$ cat config.mk
export PLATFORM = sky130hd
export DESIGN_NAME = afcr_top
export DESIGN_NICKNAME = d
export VERILOG_FILES = /design/src/verilog/afcr_pdm.v /design/src/verilog/afcr_top.v
export VERILOG_INCLUDE_DIRS = /design/src /design/src/inc
export SDC_FILE = /design/constraint.sdc
export NUM_CORES = 1
export LEC_CHECK = 0
export ABC_AREA = 1
export ABC_CLOCK_PERIOD_IN_PS = 3900
export BUFFER_PORTS_ARGS = -buffer_cell sky130_fd_sc_hd__buf_2
export CAP_MARGIN = 25
export CORE_ASPECT_RATIO = 1.75
export CORE_UTILIZATION = 61
export CTS_CLUSTER_SIZE = 40
export DETAILED_ROUTE_END_ITERATION = 10
export PLACE_DENSITY = 0.82
export SLEW_MARGIN = 20
export SYNTH_ARGS = -nofsm -noshare
export SYNTH_HDL_FRONTEND = slang
export SYNTH_SLANG_ARGS = --single-unit
$ cat constraint.sdc
create_clock -name clk -period 3.9 [get_ports clk]
set_input_delay 0.195 -clock clk [delete_from_list [all_inputs] [get_ports clk]]
set_output_delay 0.195 -clock clk [all_outputs]
set_load 0.02 [all_outputs]
$ cat src/inc/afcr_regs.vh
// Register offsets, reset values, field positions and mode codes of the auxiliary control bank
`ifndef AFCR_REGS_VH
`define AFCR_REGS_VH
`define AFCR_ADDR_TONE_DIV      8'h04
`define AFCR_ADDR_RPT_CTRL      8'h05
`define AFCR_ADDR_DAC_HIGH      8'h06
`define AFCR_ADDR_DAC_LOW       8'h07
`define AFCR_RST_TONE_DIV       8'h8e
`define AFCR_RST_RPT_CTRL       8'h0f
`define AFCR_RST_DAC_HIGH       8'ha2
`define AFCR_RST_DAC_LOW        8'h00
`define AFCR_MODE_MSB           7
`define AFCR_MODE_LSB           5
`define AFCR_DAC_RSVD_BIT       4
`define AFCR_MODE_LOW           3'h0
`define AFCR_MODE_HIGH          3'h1
`define AFCR_MODE_HIZ           3'h2
`define AFCR_MODE_DIV16         3'h4
`define AFCR_MODE_DIV4          3'h5
`define AFCR_MODE_DIV1          3'h6
`define AFCR_DIV16_CNT          4'hf
`define AFCR_DIV4_CNT           4'h3
`define AFCR_TONE_PRESCALE      4'hf
`endif

$ cat src/verilog/afcr_pdm.v
// Pulse-density modulator core for the auxiliary DAC
`timescale 1ns/100ps
module afcr_pdm #(
    parameter WIDTH = 12
) (
    input  wire             clk,
    input  wire             rst_n,
    input  wire             step_en,
    input  wire [WIDTH-1:0] code,
    output reg              pdm_out_r
);
    reg  [WIDTH-1:0] acc_r;
    wire [WIDTH:0]   sum = {1'b0, acc_r} + {1'b0, code};

    // First-order accumulator, carry gives high-time fraction of code/2^WIDTH
    always @(posedge clk or negedge rst_n) begin
        if (!rst_n) begin
            acc_r     <= {WIDTH{1'b0}};
            pdm_out_r <= 1'b0;
        end else if (step_en) begin
            acc_r     <= sum[WIDTH-1:0];
            pdm_out_r <= sum[WIDTH];
        end
    end
endmodule // afcr_pdm

$ cat src/verilog/afcr_top.v
// Auxiliary front-end control register bank with DAC and tone divider
//
// What this block does
// - Bits 7:5 of dac_control_high select the DAC pin function.
// - Mode 000 drives the DAC pin constantly low.
// - Mode 001 drives the DAC pin constantly high.
// - Mode 010 releases the DAC pin to high impedance.
// - Mode 100 modulates duty cycle at master clock divided by sixteen.
// - Mode 101 modulates duty cycle at master clock divided by four.
// - Mode 110 modulates duty cycle at full master clock rate.
`timescale 1ns/100ps
`include "afcr_regs.vh"
module afcr_top (
    input  wire       clk,
    input  wire       rst_n,
    input  wire       reg_wr,
    input  wire       reg_rd,
    input  wire [7:0] reg_addr,
    input  wire [7:0] reg_wdata,
    output reg  [7:0] reg_rdata_r,
    output reg  [7:0] rpt_ctrl_r,
    output reg        dac_out_r,
    output reg        dac_oe_r,
    output reg        tone_out_r
);
    ////////////////////////////////////////////////////////////////////////
    // Registers
    reg  [7:0] tone_div_r;
    reg  [7:0] dac_high_r;
    reg  [7:0] dac_low_r;
    reg  [3:0] pre_r;
    reg        tick_r;
    reg  [7:0] tone_cnt_r;
    reg  [3:0] rate_cnt_r;
    reg        step_r;
    reg  [7:0] rd_mux;
    reg  [3:0] rate_top;
    reg        rate_en;
    wire [2:0] mode     = dac_high_r[`AFCR_MODE_MSB:`AFCR_MODE_LSB];
    wire       pdm_bit;
    wire       hit_tone = (reg_addr == `AFCR_ADDR_TONE_DIV);
    wire       hit_rpt  = (reg_addr == `AFCR_ADDR_RPT_CTRL);
    wire       hit_high = (reg_addr == `AFCR_ADDR_DAC_HIGH);
    wire       hit_low  = (reg_addr == `AFCR_ADDR_DAC_LOW);

    ////////////////////////////////////////////////////////////////////////
    // Tone divider register
    always @(posedge clk or negedge rst_n) begin
        if (!rst_n) begin
            tone_div_r <= `AFCR_RST_TONE_DIV;
        end else if (reg_wr && hit_tone) begin
            tone_div_r <= reg_wdata;
        end
    end

    ////////////////////////////////////////////////////////////////////////
    // Repeater control register
    always @(posedge clk or negedge rst_n) begin
        if (!rst_n) begin
            rpt_ctrl_r <= `AFCR_RST_RPT_CTRL;
        end else if (reg_wr && hit_rpt) begin
            rpt_ctrl_r <= reg_wdata;
        end
    end

    ////////////////////////////////////////////////////////////////////////
    // DAC control register: mode field and top four code bits
    always @(posedge clk or negedge rst_n) begin
        if (!rst_n) begin
            dac_high_r <= `AFCR_RST_DAC_HIGH;
        end else if (reg_wr && hit_high) begin
            dac_high_r <= reg_wdata;
        end
    end

    ////////////////////////////////////////////////////////////////////////
    // DAC code register: low eight code bits
    always @(posedge clk or negedge rst_n) begin
        if (!rst_n) begin
            dac_low_r <= `AFCR_RST_DAC_LOW;
        end else if (reg_wr && hit_low) begin
            dac_low_r <= reg_wdata;
        end
    end

    ////////////////////////////////////////////////////////////////////////
    // Read-back; a read together with a write returns the old value
    always @* begin
        rd_mux = 8'h00;
        case (reg_addr)
            `AFCR_ADDR_TONE_DIV: rd_mux = tone_div_r;
            `AFCR_ADDR_RPT_CTRL: rd_mux = rpt_ctrl_r;
            `AFCR_ADDR_DAC_HIGH: rd_mux = dac_high_r;
            `AFCR_ADDR_DAC_LOW:  rd_mux = dac_low_r;
            default:             rd_mux = 8'h00;
        endcase
    end

    always @(posedge clk or negedge rst_n) begin
        if (!rst_n) begin
            reg_rdata_r <= 8'h00;
        end else if (reg_rd) begin
            reg_rdata_r <= rd_mux;
        end
    end

    ////////////////////////////////////////////////////////////////////////
    // Modulation rate enable
    // Step pulse fires every 16, 4 or 1 clocks
    // Leaving a modulated mode parks the counter at zero
    always @* begin
        rate_top = 4'h0;
        rate_en  = 1'b0;
        case (mode)
            `AFCR_MODE_DIV16: begin
                rate_top = `AFCR_DIV16_CNT;
                rate_en  = 1'b1;
            end
            `AFCR_MODE_DIV4: begin
                rate_top = `AFCR_DIV4_CNT;
                rate_en  = 1'b1;
            end
            `AFCR_MODE_DIV1: begin
                rate_top = 4'h0;
                rate_en  = 1'b1;
            end
            default: begin
                rate_top = 4'h0;
                rate_en  = 1'b0;
            end
        endcase
    end

    always @(posedge clk or negedge rst_n) begin
        if (!rst_n) begin
            rate_cnt_r <= 4'h0;
            step_r     <= 1'b0;
        end else if (!rate_en || rate_cnt_r >= rate_top) begin
            rate_cnt_r <= 4'h0;
            step_r     <= rate_en;
        end else begin
            rate_cnt_r <= rate_cnt_r + 4'h1;
            step_r     <= 1'b0;
        end
    end

    afcr_pdm #(
        .WIDTH (12)
    ) u_pdm (
        .clk       (clk),
        .rst_n     (rst_n),
        .step_en   (step_r),
        .code      ({dac_high_r[3:0], dac_low_r}),
        .pdm_out_r (pdm_bit)
    );

    ////////////////////////////////////////////////////////////////////////
    // DAC pin
    // Reserved mode codes release the pin like high impedance
    // Modulated modes drive the registered modulator bit
    always @(posedge clk or negedge rst_n) begin
        if (!rst_n) begin
            dac_out_r <= 1'b0;
            dac_oe_r  <= 1'b0;
        end else begin
            case (mode)
                `AFCR_MODE_LOW: begin
                    dac_out_r <= 1'b0;
                    dac_oe_r  <= 1'b1;
                end
                `AFCR_MODE_HIGH: begin
                    dac_out_r <= 1'b1;
                    dac_oe_r  <= 1'b1;
                end
                `AFCR_MODE_HIZ: begin
                    dac_out_r <= 1'b0;
                    dac_oe_r  <= 1'b0;
                end
                `AFCR_MODE_DIV16, `AFCR_MODE_DIV4, `AFCR_MODE_DIV1: begin
                    dac_out_r <= pdm_bit;
                    dac_oe_r  <= 1'b1;
                end
                default: begin
                    dac_out_r <= 1'b0;
                    dac_oe_r  <= 1'b0;
                end
            endcase
        end
    end

    ////////////////////////////////////////////////////////////////////////
    // Tone prescaler: one-cycle tick every sixteen clocks
    always @(posedge clk or negedge rst_n) begin
        if (!rst_n) begin
            pre_r  <= 4'h0;
            tick_r <= 1'b0;
        end else if (pre_r == `AFCR_TONE_PRESCALE) begin
            pre_r  <= 4'h0;
            tick_r <= 1'b1;
        end else begin
            pre_r  <= pre_r + 4'h1;
            tick_r <= 1'b0;
        end
    end

    ////////////////////////////////////////////////////////////////////////
    // Tone divider: toggled at each terminal count, zero acts as one
    always @(posedge clk or negedge rst_n) begin
        if (!rst_n) begin
            tone_cnt_r <= 8'h00;
            tone_out_r <= 1'b0;
        end else if (tick_r) begin
            if (tone_cnt_r + 8'h01 >= tone_div_r) begin
                tone_cnt_r <= 8'h00;
                tone_out_r <= ~tone_out_r;
            end else begin
                tone_cnt_r <= tone_cnt_r + 8'h01;
            end
        end
    end
endmodule // afcr_top
==> results_dict.tcl <==
set metrics [dict create \
    totalWireLength_microns 10300 \
    holdCritPathClass "in2reg" \
    setup_viol 0 \
    cts_buffer_depth 2 \
    cp.arrival_ns 2.72 \
    r2r_cells 12 \
    worstPathMaxFanout 7 \
    relSlewSlack_pct 65.9 \
    cp_cell_sequence "ha_1 > nand3_1 > nand3b_1 > xnor2_1 > ha_1 > nand2_1 > nor2_1 > nor3_1 > nand2_1 > nor2_1 > nand2_1 > nand2_1" \
    drv_slew 0 \
    grt_pass1_wl_microns 16800 \
    fin_crit_ns 2.44 \
    syn2layout_area_growth_pct 13.8 \
    postLayoutCellArea_sq_um 4790 \
    grt-ovfl-total 0 \
    cellPowerDensity_nw_per_um2 441 \
    fillerInstances 520 \
    clk_pin_slew_worst_paths_ns 0.06 \
    holdBufCountCts 0 \
    synth_cell_type_count 34 \
    syn_inst 531 \
    fin_tns_setup_ns 0 \
    drc_errors 0 \
    cts_tree "yes" \
    htreeDepth 3 \
    avgSynthCellArea_sq_um 7.92 \
    cts-root-buf "clkbuf_16" \
    ctsResizeCount 0 \
    dpl.hpwl_microns 7640 \
    cp_num_cells 12 \
    die_height_microns 112 \
    die_area_sq_um 7250 \
    synth_top_area_share_pct 37.5 \
    synth_edf_count 0 \
    synthFlopType "dfrtp_1" \
    critPathSlowestCell "dfrtp_1" \
    maxCapViolCount 0 \
    peakVddDrop_mv 0.358 \
    start_kind "flip-flop" \
    synth_area_sq_um 4210 \
    p_switching_uw 615 \
    clkPwrFrac_pct 38.0 \
    ys_ff_latch 74 \
    final_layout_size_suffix_gt1_share_pct 14.8 \
    fin_cells 662 \
    path_delay_family "simple AND/OR/NAND/NOR gates" \
    design.portCount 39 \
    seq_power_share_pct 44.0 \
    start_util_pct 63.9 \
    ys_warn_count 0 \
    post_cts_buffers 0 \
    grt_pass1_vias 3632 \
    crit_path_frequent_cell "nand2_1" \
    skew_ns 0.00751 \
    switching_share_pct 29.1 \
    pwr-share-comb_pct 18.0 \
    synth_nets 579 \
    critPathCaptureType "flip-flop" \
    finalHoldViolations 0 \
    required_ns 4.17 \
    placed_area_sq_um 4460 \
    cts_sinks 74 \
    hold_ws_ns 0.122 \
    clk-insertion-delay-late_ns 0.33 \
    drt_first_pass_iters 4 \
    status "completed" \
    num_rows 39 \
    yosysMostFrequentCell "nand2_1" \
    synth_top_area_cell "dfrtp_1" \
    yosys-top-cells-area "dfrtp_1 (37%), nand2_1 (17%), ha_1 (8.0%)" \
    antenna_cells 0 \
    max_freq_mhz 409 \
    grt_start_max_net_pins 44 \
    num_vias 3686 \
    worst_path_largest_cell_delay_ns 0.41 \
    leakage_nw 2.71 \
    routabilityCongestion 0.865 \
    ys_seq_area_share_pct 44.3 \
    cp_num_buf_inv 0 \
    coreArea_sq_um 6590 \
    path_class "reg2reg" \
    fin_crit_sh_pct 62.6 \
    yosys-top-cells-count "nand2_1 (186), dfrtp_1 (63), o21ai_0 (50), nand3_1 (48), inv_1 (47)" \
    drt_iter0_drc 169 \
    power.internal_mw 1.50 \
    grt_usage_pct 30.8 \
    whs_path_depth 3 \
    dp_cells 644 \
    async_flop_share_pct 100 \
    rsz0062_at_grt "no" \
    numPortBuffers 38 \
    die_width_microns 64.8 \
    final_antenna_net_count 0 \
    cts_made_buffers 9 \
    worst_pin_slew_ns 0.512 \
    wl_per_cell_microns 15.6 \
    reg2reg_slack_ns 1.46 \
    final_nets 623 \
    antenna_found_initial 0 \
    vias_per_cell 5.57 \
]
-- worst register-to-register path, cell delays in order (launching register included) --
cell,delay (ns)
dfrtp_1,0.41
ha_1,0.22
nand3_1,0.12
nand3b_1,0.19
xnor2_1,0.22
ha_1,0.27
nand2_1,0.09
nor2_1,0.05
nor3_1,0.13
nand2_1,0.12
nor2_1,0.37
nand2_1,0.11
nand2_1,0.08
-- power by group through the flow --
stage | clock, mW | combinational [mW] | sequential [mW]
after floorplan | 0 | 0.267 | 0.925
after global placement | 0 | 0.358 | 0.934
after detailed placement | 0 | 0.379 | 0.940
after CTS | 0.816 | 0.381 | 0.928
after global routing | 0.841 | 0.431 | 0.937
final | 0.803 | 0.381 | 0.929
-- metrics by stage --
step | setup WS, ns | util [%] | total power [mW]
final | 1.46 | 72.7 | 2.11
after global routing | 1.20 | 72.7 | 2.21
after CTS | 1.47 | 72.2 | 2.12
after detailed placement | 1.48 | 67.8 | 1.32
after global placement | 1.54 | 67.8 | 1.29
after floorplan | 1.83 | - | 1.19
-- sequential cells by signal, summed over array words and instances, names as in the netlist --
signal	flops
dac_low_r	8
tone_cnt_r	8
rate_cnt_r	4
dac_oe_r	1
reg_rdata_r	8
u_pdm.pdm_out_r	1
pre_r	4
u_pdm.acc_r	12
tone_out_r	1
dac_out_r	1
tick_r	1
rpt_ctrl_r	8
tone_div_r	8
step_r	1
dac_high_r	8
-- worst paths after layout --
check                                     from              to
worst max-delay path             tone_cnt_r[0]   tone_cnt_r[2]
worst min-delay path              reg_wdata[0]   rpt_ctrl_r[0]
worst max register to register   tone_cnt_r[0]   tone_cnt_r[2]
worst min register to register  reg_rdata_r[7]  reg_rdata_r[7]
max in group asynchronous                rst_n   dac_high_r[1]
min in group asynchronous                rst_n  u_pdm.acc_r[9]
-- final cells by class --
| cell class | count | area (sq um) | share of cell area (%) |
|---|---|---|---|
| tap | 82 | 103 | 2.14 |
| multi-input combinational | 397 | 2100 | 43.8 |
| timing repair buffer | 42 | 235 | 4.91 |
| sequential | 74 | 1870 | 39.0 |
| clock inverter | 2 | 10.0 | 0.209 |
| clock buffer | 14 | 284 | 5.93 |
| inverter | 51 | 191 | 4.00 |
-- cell usage in the layout, fill, tap and decap left out, drive strengths merged, types with 4 or more instances in the layout --
cell type,Yosys,final
nor2,30,30
inv,50,50
o21ai,57,57
dfstp,11,11
a21oi,10,10
xor2,8,8
nand3,48,48
nor3,5,5
buf,5,41
ha,27,27
dfrtp,63,63
clkbuf,4,14
nand2,191,191
nand4,7,7
xnor2,4,4
nand3b,4,4
-- routing by layer --
| layer | vias to the layer above | track usage (%) | wire (microns) |
|---|---|---|---|
| met4 | 0 | 15.6 | 351 |
| met1 | 1751 | 34.4 | 3990 |
| li1 | 1818 | - | - |
| met3 | 28 | 5.43 | 386 |
| met5 | - | 0 | 0 |
| met2 | 89 | 54.5 | 5590 |
-- cells by family (layout without fill, tap and decap cells) --
group | after synthesis | count (layout) | share of synthesized area [%]
adder cells (fa/ha/maj) | 28 | 28 | 8.50
flip-flops | 74 | 74 | 44.3
buffers and inverters | 60 | 109 | 5.77
AO/OA/AOI/OAI | 70 | 70 | 8.65
XOR/XNOR | 12 | 12 | 2.50
AND/OR/NAND/NOR | 287 | 287 | 30.2
(Power assumes the default switching activity.)
